<file path="src/rtl/efr_defines.svh">
`ifndef EFR_DEFINES_SVH
`define EFR_DEFINES_SVH

// ----------------------------------------------------------------
// Register indices (byte address is four times the index)
// ----------------------------------------------------------------
`define EFR_IDX_MODE 16'hfa18
`define EFR_IDX_CTRL 16'hfa1a
`define EFR_IDX_THR 16'hfa1c
`define EFR_IDX_IE 16'hfa1e
`define EFR_IDX_STAT 16'hfa20
`define EFR_IDX_CLR 16'hfa22

// ----------------------------------------------------------------
// Field positions
// ----------------------------------------------------------------
`define EFR_CTRL_START_LSB 0
`define EFR_CTRL_STOP_LSB 8
`define EFR_MODE_SILENT_BIT 0
`define EFR_MODE_CONT_BIT 1
`define EFR_THR_SEL_LSB 0
`define EFR_FLAG_AUDIO 0
`define EFR_FLAG_EVENT 1
`define EFR_FLAG_EDIT 2
`define EFR_FLAG_THR 3
`define EFR_FLAG_PLAY 4
`define EFR_CLR_REISSUE_BIT 15

// ----------------------------------------------------------------
// Reset values
// ----------------------------------------------------------------
`define EFR_CTRL_RST 3'h0
`define EFR_THR_RST 2'h0
`define EFR_IE_RST 5'h10
`define EFR_STAT_RST 5'h00
`define EFR_MODE_RST 2'h0

// ----------------------------------------------------------------
// Near-end threshold levels in bytes
// ----------------------------------------------------------------
`define EFR_THR_BYTES_SEL1 8
`define EFR_THR_BYTES_SEL2 16
`define EFR_THR_BYTES_SEL3 32

`endif

</file>
<file path="src/rtl/efr_pkg.sv">
package efr_pkg;

  // Readout channel state
  typedef enum logic [1:0] {
    CH_IDLE,
    CH_PEND,
    CH_ACT,
    CH_STOP
  } efr_ch_state_t;

  // Near-end threshold selection
  typedef logic [1:0] efr_thr_sel_t;

endpackage

</file>
<file path="src/rtl/efr_ext_flash_readout.sv">
`include "efr_defines.svh"
`timescale 1ns/1ns
`default_nettype none

module efr_ext_flash_readout #(
  parameter int ADDR_W = 24
) (
  // Clock and reset
  input wire logic pclk,
  input wire logic presetn,
  // APB slave
  input wire logic psel,
  input wire logic penable,
  input wire logic pwrite,
  input wire logic [17:0] paddr,
  input wire logic [31:0] pwdata,
  input wire logic [3:0] pstrb,
  output logic [31:0] prdata,
  output logic pready,
  output logic pslverr,
  // Sampling tick and fetch engine
  input wire logic fs_tick,
  input wire logic [2:0] ch_last,
  input wire logic [ADDR_W-1:0] audio_cur_addr,
  input wire logic [ADDR_W-1:0] audio_stop_addr,
  input wire logic playback_status_evt,
  output logic [2:0] fetch_req,
  output logic [2:0] ch_load,
  output logic [2:0] read_active,
  // Playback mode
  output logic continuous_play_mode,
  output logic silent_play_mode,
  // Interrupt
  output logic irq
);

  // ----------------------------------------------------------------
  // Parameter check
  // ----------------------------------------------------------------
  generate
    if (ADDR_W < 6 || ADDR_W > 32) begin : g_bad_addr_w
      $error("ADDR_W must lie between 6 and 32");
    end
  endgenerate

  // ----------------------------------------------------------------
  // Declarations
  // ----------------------------------------------------------------
  efr_pkg::efr_ch_state_t st_r [3];
  logic [2:0] fetch_req_r;
  logic [2:0] ch_load_r;
  logic [1:0] mode_r;
  efr_pkg::efr_thr_sel_t thr_sel_r;
  logic [4:0] ie_r;
  logic [4:0] flags_r;
  logic [4:0] flags_nxt;
  logic [4:0] flag_set;
  logic [4:0] flag_clr;
  logic thr_hit;
  logic thr_hit_r;
  logic thr_set;
  logic [ADDR_W-1:0] remain;
  logic [ADDR_W-1:0] thr_level;
  logic irq_r;
  logic [31:0] prdata_r;
  logic err_r;
  logic [15:0] rd_idx;
  logic [15:0] acc_idx;
  logic idx_ok;
  logic aligned;
  logic setup;
  logic wr_acc;
  logic lane_lo;
  logic lane_hi;
  logic wr_ctrl;
  logic wr_thr;
  logic wr_ie;
  logic wr_clr;
  logic wr_mode;
  logic [2:0] start_wr;
  logic [2:0] stop_wr;
  logic [2:0] done_set;
  logic reissue;

  // ----------------------------------------------------------------
  // APB decode
  // ----------------------------------------------------------------
  assign setup = psel & ~penable;
  assign wr_acc = psel & penable & pwrite;
  assign acc_idx = paddr[17:2];
  assign rd_idx = paddr[17:2];
  assign aligned = (paddr[1:0] == 2'h0);
  assign lane_lo = pstrb[0];
  assign lane_hi = pstrb[1];

  always_comb begin
    idx_ok = 1'b0;
    case (rd_idx)
      `EFR_IDX_MODE: idx_ok = aligned;
      `EFR_IDX_CTRL: idx_ok = aligned;
      `EFR_IDX_THR: idx_ok = aligned;
      `EFR_IDX_IE: idx_ok = aligned;
      `EFR_IDX_STAT: idx_ok = aligned;
      `EFR_IDX_CLR: idx_ok = aligned;
      default: idx_ok = 1'b0;
    endcase
  end

  // ----------------------------------------------------------------
  // Write strobes
  // ----------------------------------------------------------------
  assign wr_mode = wr_acc & aligned & (acc_idx == `EFR_IDX_MODE);
  assign wr_ctrl = wr_acc & aligned & (acc_idx == `EFR_IDX_CTRL);
  assign wr_thr = wr_acc & aligned & (acc_idx == `EFR_IDX_THR);
  assign wr_ie = wr_acc & aligned & (acc_idx == `EFR_IDX_IE);
  assign wr_clr = wr_acc & aligned & (acc_idx == `EFR_IDX_CLR);

  // Only ones count on start bits; stop bits are the clear path
  assign start_wr = (wr_ctrl & lane_lo) ?
                    pwdata[`EFR_CTRL_START_LSB +: 3] : 3'h0;
  assign stop_wr = (wr_ctrl & lane_hi) ?
                   pwdata[`EFR_CTRL_STOP_LSB +: 3] : 3'h0;
  assign flag_clr = (wr_clr & lane_lo) ? pwdata[4:0] : 5'h00;
  assign reissue = wr_clr & lane_hi & pwdata[`EFR_CLR_REISSUE_BIT];

  // ----------------------------------------------------------------
  // Read data and response, sampled in the setup cycle
  // ----------------------------------------------------------------
  always_ff @(posedge pclk or negedge presetn) begin
    if (!presetn) begin
      prdata_r <= 32'h0000_0000;
      err_r <= 1'b0;
    end else if (setup) begin
      err_r <= ~idx_ok;
      prdata_r <= 32'h0000_0000;
      if (!pwrite && idx_ok) begin
        case (rd_idx)
          `EFR_IDX_MODE: prdata_r <= {30'h0, mode_r};
          `EFR_IDX_CTRL: prdata_r <= {29'h0, read_active};
          `EFR_IDX_THR: prdata_r <= {30'h0, thr_sel_r};
          `EFR_IDX_IE: prdata_r <= {27'h0, ie_r};
          `EFR_IDX_STAT: prdata_r <= {27'h0, flags_r};
          default: prdata_r <= 32'h0000_0000;
        endcase
      end
    end
  end

  assign prdata = prdata_r;
  assign pready = 1'b1;
  assign pslverr = psel & penable & err_r;

  // ----------------------------------------------------------------
  // Configuration registers
  // ----------------------------------------------------------------
  always_ff @(posedge pclk or negedge presetn) begin
    if (!presetn) begin
      mode_r <= `EFR_MODE_RST;
    end else if (wr_mode && lane_lo) begin
      mode_r <= pwdata[1:0];
    end
  end

  // ----------------------------------------------------------------
  // Mode outputs, threshold select and interrupt enable registers
  // ----------------------------------------------------------------
  assign continuous_play_mode = mode_r[`EFR_MODE_CONT_BIT];
  assign silent_play_mode = mode_r[`EFR_MODE_SILENT_BIT];

  always_ff @(posedge pclk or negedge presetn) begin
    if (!presetn) begin
      thr_sel_r <= `EFR_THR_RST;
    end else if (wr_thr && lane_lo) begin
      thr_sel_r <= pwdata[`EFR_THR_SEL_LSB +: 2];
    end
  end

  always_ff @(posedge pclk or negedge presetn) begin
    if (!presetn) begin
      ie_r <= `EFR_IE_RST;
    end else if (wr_ie && lane_lo) begin
      ie_r <= pwdata[4:0];
    end
  end

  // ----------------------------------------------------------------
  // Readout channels
  // ----------------------------------------------------------------
  always_ff @(posedge pclk or negedge presetn) begin
    if (!presetn) begin
      for (int i = 0; i < 3; i++) begin
        st_r[i] <= efr_pkg::CH_IDLE;
      end
      fetch_req_r <= 3'h0;
      ch_load_r <= 3'h0;
    end else begin
      fetch_req_r <= 3'h0;
      ch_load_r <= 3'h0;
      for (int i = 0; i < 3; i++) begin
        case (st_r[i])
          efr_pkg::CH_IDLE: begin
            if (start_wr[i] && !stop_wr[i]) begin
              st_r[i] <= efr_pkg::CH_PEND;
            end
          end
          efr_pkg::CH_PEND: begin
            if (stop_wr[i]) begin
              st_r[i] <= efr_pkg::CH_IDLE;
            end else if (fs_tick) begin
              st_r[i] <= efr_pkg::CH_ACT;
              ch_load_r[i] <= 1'b1;
              fetch_req_r[i] <= 1'b1;
            end
          end
          efr_pkg::CH_ACT: begin
            if (stop_wr[i]) begin
              st_r[i] <= efr_pkg::CH_STOP;
            end else if (ch_last[i]) begin
              if (i == 0 && continuous_play_mode) begin
                ch_load_r[i] <= 1'b1;
              end else begin
                st_r[i] <= efr_pkg::CH_IDLE;
              end
            end else if (fs_tick) begin
              fetch_req_r[i] <= 1'b1;
            end
          end
          efr_pkg::CH_STOP: begin
            if (fs_tick) begin
              st_r[i] <= efr_pkg::CH_IDLE;
            end
          end
          default: begin
            st_r[i] <= efr_pkg::CH_IDLE;
          end
        endcase
      end
    end
  end

  // ----------------------------------------------------------------
  // Channel status
  // ----------------------------------------------------------------
  always_comb begin
    for (int i = 0; i < 3; i++) begin
      read_active[i] = (st_r[i] != efr_pkg::CH_IDLE);
      done_set[i] = (st_r[i] == efr_pkg::CH_ACT) & ch_last[i] & ~stop_wr[i];
    end
  end

  assign fetch_req = fetch_req_r;
  assign ch_load = ch_load_r;

  // ----------------------------------------------------------------
  // Near-end threshold
  // ----------------------------------------------------------------
  always_comb begin
    case (thr_sel_r)
      2'h1: thr_level = ADDR_W'(`EFR_THR_BYTES_SEL1);
      2'h2: thr_level = ADDR_W'(`EFR_THR_BYTES_SEL2);
      2'h3: thr_level = ADDR_W'(`EFR_THR_BYTES_SEL3);
      default: thr_level = '0;
    endcase
  end

  // ----------------------------------------------------------------
  // Remaining bytes to stop address
  // ----------------------------------------------------------------
  assign remain = audio_stop_addr - audio_cur_addr;
  assign thr_hit = (st_r[0] == efr_pkg::CH_ACT) &
                   (audio_stop_addr >= audio_cur_addr) &
                   (remain <= thr_level);

  always_ff @(posedge pclk or negedge presetn) begin
    if (!presetn) begin
      thr_hit_r <= 1'b0;
    end else begin
      thr_hit_r <= thr_hit;
    end
  end

  // ----------------------------------------------------------------
  // Threshold flag source
  // ----------------------------------------------------------------
  assign thr_set = (thr_sel_r == 2'h0) ? done_set[0] :
                   (thr_hit & ~thr_hit_r);

  // ----------------------------------------------------------------
  // Status flags, set wins over clear
  // ----------------------------------------------------------------
  assign flag_set[`EFR_FLAG_AUDIO] = done_set[0];
  assign flag_set[`EFR_FLAG_EVENT] = done_set[1];
  assign flag_set[`EFR_FLAG_EDIT] = done_set[2];
  assign flag_set[`EFR_FLAG_THR] = thr_set;
  assign flag_set[`EFR_FLAG_PLAY] = playback_status_evt;
  assign flags_nxt = (flags_r & ~flag_clr) | flag_set;

  always_ff @(posedge pclk or negedge presetn) begin
    if (!presetn) begin
      flags_r <= `EFR_STAT_RST;
    end else begin
      flags_r <= flags_nxt;
    end
  end

  // ----------------------------------------------------------------
  // Interrupt request, re-issue drops it for one cycle
  // ----------------------------------------------------------------
  always_ff @(posedge pclk or negedge presetn) begin
    if (!presetn) begin
      irq_r <= 1'b0;
    end else begin
      irq_r <= (|(flags_nxt & ie_r)) & ~reissue;
    end
  end

  assign irq = irq_r;

endmodule

`default_nettype wire

</file>
<file path="config.mk">
export PLATFORM = sky130hd
export DESIGN_NAME = efr_ext_flash_readout
export DESIGN_NICKNAME = d
export VERILOG_FILES = /design/src/rtl/efr_pkg.sv /design/src/rtl/efr_ext_flash_readout.sv
export VERILOG_INCLUDE_DIRS = /design/src /design/src/rtl
export SDC_FILE = /design/constraint.sdc
export NUM_CORES = 1
export LEC_CHECK = 0
export BUFFER_PORTS_ARGS = -buffer_cell sky130_fd_sc_hd__buf_2
export CORE_MARGIN = 1
export CORE_UTILIZATION = 29
export DETAILED_ROUTE_END_ITERATION = 8
export HOLD_SLACK_MARGIN = 0.02
export SYNTH_ARGS = -nofsm -noshare
export SYNTH_HDL_FRONTEND = slang
export SYNTH_SLANG_ARGS = --single-unit
</file>
<file path="constraint.sdc">
create_clock -name pclk -period 3.4 [get_ports pclk]
set_input_delay 0.68 -clock pclk [delete_from_list [all_inputs] [get_ports pclk]]
set_output_delay 0.68 -clock pclk [all_outputs]
set_load 0.05 [all_outputs]
</file>
==> Word level (Yosys, flattened, before mapping) <==
Cells that the tools add are included.
{ "op_classes": {"add_sub_neg": 1, "shifts": 0, "eq_ne": 31, "muxes": 45, "order_cmp": 2, "reduce_logical": 24, "n_mul": 0, "bitwise": 36, "n_div": 0} }
{ "op_table": {"columns": ["op", "n"], "rows": [
  ["$eq 16x16->1 const B", 6],
  ["$mux 2", 15],
  ["$and 1x1->1", 25],
  ["$pmux 5 s5", 1],
  ["$ge 24x24->1", 1],
  ["$le 24x24->1", 1],
  ["$pmux 2 s4", 3],
  ["$sub 24x24->24", 1],
  ["$ne 3x3->1 const B", 7],
  ["$pmux 6 s3", 1],
  ["$mux 1", 17],
  ["$eq 2x2->1 const B", 8],
  ["$ne 2x2->1 const B", 6],
  ["$and 5x5->5", 2],
  ["$logic_not 2->1", 5],
  ["$mux 5", 2],
  ["$eq 2x1->1 const B", 4],
  ["$pmux 1 s2", 4],
  ["$reduce_and 4->1", 2],
  ["$logic_and 1x1->1", 7],
  ["$not 1->1", 7],
  ["$mux 3", 2],
  ["$reduce_bool 2->1", 3],
  ["$reduce_or 6->1", 1],
  ["5 further kinds", 8]
]} }
{ "word_totals": {"reg_bits": 61, "latch_bits": 0, "mem_count": 0, "romBits": 0, "inputBits": 112, "ram_bits": 0} }

==> Longest topological paths before layout <==
{ "depth": {"ltp_word": 13, "ltp_mapped": 16, "depth_no_buf": 16} }

==> Worst setup path before layout <==
Ideal clock, no wire load.
{ "synth_path": {"kind": "input port to flip-flop", "start": "input audio_cur_addr[1]", "end": "register thr_hit_r", "required_ns": 3.314, "stages": 15, "setup_slack_ns": -0.313, "setup_time_ns": 0.086, "arrival_ns": 3.627, "n_path_buf": 1, "cell_sequence": "inv_1 > ha_1 > nor2b_1 > o2111ai_1 > or3b_1 > buf_2 > xnor2_1 > ha_1 > nand4_1 > o31ai_1 > o221ai_1 > nor3_1 > o2111ai_1 > or4_1 > nor3_1"} }
{ "synth_between": {"elab_chain_len": 3} }
{ "synth_rtl": {"columns": ["item", "line", "rtl"], "rows": [
  ["start, declared", "efr_ext_flash_readout.sv:24", "input wire logic [ADDR_W-1:0] audio_cur_addr,"],
  ["$sub 24x24->24 / $ge 24x24->1 (equally long branches)", "efr_ext_flash_readout.sv:269, efr_ext_flash_readout.sv:271", null],
  ["$le 24x24->1 / $and 1x1->1 (equally long branches)", "efr_ext_flash_readout.sv:272, efr_ext_flash_readout.sv:270", null],
  ["$and 1x1->1 *", "efr_ext_flash_readout.sv:271", "(audio_stop_addr >= audio_cur_addr) &"],
  ["via thr_hit", "efr_ext_flash_readout.sv:59", "logic thr_hit;"],
  ["end signal, assigned", "efr_ext_flash_readout.sv:278", "thr_hit_r <= thr_hit;"],
  ["end, declared", "efr_ext_flash_readout.sv:60", "logic thr_hit_r;"]
]} }
The timed path passes the listed nets; every way through them passes the cells marked *.
A chain may end at the register's enable or synchronous reset.

==> Worst setup path after layout <==
Ends and elaborated chain as after synthesis.

==> flow_summary.ini <==
[job]
cap_viol_max_count = 0

[drt]
routed.top_layer = met4
wl_mm = 11.0
vias = 3984
wl_per_cell_um = 13.8
drt_iter0_drc = 190
wl_met3_um = 542
ant_nets = 0
drc = 0
met1_length_mm = 4.91
dr_wl_met2_mm = 5.34
via_per_inst = 5.03
firstDrtPassIters = 4

[power]
total_leakage_power_nw = 2.41
power_frac_seq = 0.251
intPower_w = 0.00114
p_switching_w = 0.000913
p_per_area_mw_per_mm2 = 415
ir_drop_v = 0.000234
power_frac_clock = 0.205
comb_power_share = 0.544
p_total_w = 0.00206
p_sw_frac = 0.444

[critical_path]
r2r_start = st_r[4]
cp_max_fo = 2
worstSetupStartpointType = primary input
reg2reg_to = thr_hit_r
crit_arrival_ns = 3.65
critPathKind = primary input to flop
ff2ff_setup_slack_ns = 0.86
r2r_cells = 9
worstSetupEndpointType = flop
critical_path_required_ns = 3.60

[sta]
min_period_over_period = 1.01
worstMarginPinSlew_ns = 0.765
timing.fmax_mhz = 290
skew_ns = 0.00460
setup_viol = 1
hold_violations = 0
finalCriticalPeriod_ns = 3.45
slew_headroom = 0.490
hold_ws_ns = 0.475
finalMaxSlewViolations = 0
setup_slack_ns = -0.0486
finalSetupTns_ns = -0.0486
grt_setup_unrepaired = yes

[finish]
layout_commonest_cell = buf_2
mostFrequentLayoutCells = buf_2, nand2_1, a21oi_1
diodes = 0
nets = 771
layout-drive-gt1-share = 0.297
syn2layout_area_growth_pct = 28.9
fin_cells = 792

[synthesis]
yosys_most_used_dff = dfrtp_1
syn-instance-count = 483
synth_area_leaders = dfrtp_1, ha_1, buf_4, a21oi_1, nand2_1
yosysUniqueCellTypes = 67
netlist_area_mm2 = 0.00385
yosys.area.top_type = dfrtp_1
syn_avg_cell_area_um2 = 7.97
ys_seq_area_frac = 0.221
synth_edf_count = 0
synth_top_area_share = 0.215
postSynth.asyncResetShare = 1.00
ys_warn_count = 0
ys_ff_latch = 34

[placement]
place_inst = 782
hpwl_mm = 9.11
gp_congestion = 0.868
io_buffers = 104

[clocking]
cts.htree.levels = 2
cts_tree = built
path_clk_slew_ns = 0.05
cts_root_buffer = clkbuf_16
cts.sinks = 34
cts_buffers = 5
clockBufferDepth = 2
clock_latency_ns = 0.28

[status]
violations = setup timing
outcome = finished with violations

[global_routing]
gr-total-overflow = 0
antenna_found_initial = 0
grt_max_degree = 35
grt_pass1_wl_mm = 18.0
grt_usage = 0.164
grt_pass1_vias = 3874

[floorplan]
die_y_um = 117
num_rows = 41
io_pins = 158
dieWidth_um = 117
core_mm2 = 0.0128
die-area_mm2 = 0.0137
start_util = 0.301

[worst_hold_path]
hp-class = primary input to asynchronous set/reset pin
power by group through the flow:
stage               Clock, W  Combinational, W  Sequential [W]
finish              0.000422           0.00112        0.000516
CTS                 0.000433           0.00109        0.000516
global placement           0           0.00105        0.000517
floorplan                  0          0.000733        0.000579
detailed placement         0           0.00108        0.000522
global route        0.000444           0.00123        0.000525
metal layers:
metal,up-vias,GRT usage
met5,-,0
met4,0,0.0354
met3,15,0.0144
met2,126,0.300
met1,1859,0.207
li1,1984,-
cell families after synthesis:
logic type      count (synthesis)  synth area share
mux                            13            0.0432
compound gates                130             0.226
other cells                     2           0.00195
simple gates                  169             0.237
fa+ha+maj                      39             0.127
buf+inv                        79             0.105
xor+xnor                       17            0.0387
flops                          34             0.221
cell type report:
| type | count | area, um^2 |
|---|---|---|
| tap | 172 | 215 |
| timing repair buffer | 144 | 833 |
| clock inverter | 2 | 10.0 |
| multi-input combinational | 396 | 2780 |
| clock buffer | 5 | 125 |
| inverter | 39 | 149 |
| sequential | 34 | 852 |
| fill | 1332 | 7810 |
through the flow:
step | worst slack, ns | instance area, um^2 | utilization
finish | -0.0486 | 4960 | 0.388
detailed placement | -0.351 | 4750 | 0.372
global placement | -0.336 | 4750 | 0.372
global route | -0.156 | 4960 | 0.388
floorplan | -0.0171 | 4000 | -
CTS | 0.00115 | 4890 | 0.383
cells in the mapped netlist (all sizes together), types with 4 or more instances:
cell,number
nor3,15
a21boi,5
nand2b,4
xor2,8
mux2,9
a21o,8
o21a,5
buf,30
a22oi,4
o21ai,31
nand2,44
nor2b,9
dfrtp,33
clkbuf,10
and2,5
nor2,26
nand4,15
inv,39
a21oi,41
nand3,11
ha,39
a211oi,4
xnor2,9
and3,8
nor4,8
worst max-delay path, cell delays in order:
cell	delay, ns
buf_6	0.10
inv_4	0.04
ha_4	0.18
nor2b_4	0.13
o2111ai_2	0.18
or3b_4	0.43
xnor2_2	0.14
ha_1	0.30
nand4_1	0.11
o31ai_2	0.28
o221ai_1	0.18
nor3_2	0.22
o2111ai_1	0.14
or4_1	0.43
nor3_2	0.11
repair_timing:
| action | 4_1_cts | 5_1_grt |
|---|---|---|
| pin swaps | 0 | 12 |
| endpoints found under the setup margin | 2 | 3 |
| buffers inserted | 0 | 3 |
| gates resized for setup | 2 | 12 |
| hold buffers | 0 | 0 |
registers in the layout, indices dropped and copies added (netlist names):
name and flops:
ch_load 3, st_r 6, irq 1, fetch_req 3, err_r 1, mode_r 2
thr_hit_r 1, thr_sel_r 2, ie_r 5, flags_r 5, prdata 5
how the worst max path moves through the flow:
stage                                   from         to  depth (start not counted)
after floorplan            audio_cur_addr[1]  thr_hit_r                         15
after global placement     audio_cur_addr[1]  thr_hit_r                         15
after detailed placement  audio_stop_addr[1]  thr_hit_r                         14
after CTS                 audio_stop_addr[1]  thr_hit_r                         14
after global routing       audio_cur_addr[1]  thr_hit_r                         17
final                      audio_cur_addr[1]  thr_hit_r                         15
Note: power is estimated with default switching activity, not from simulation.
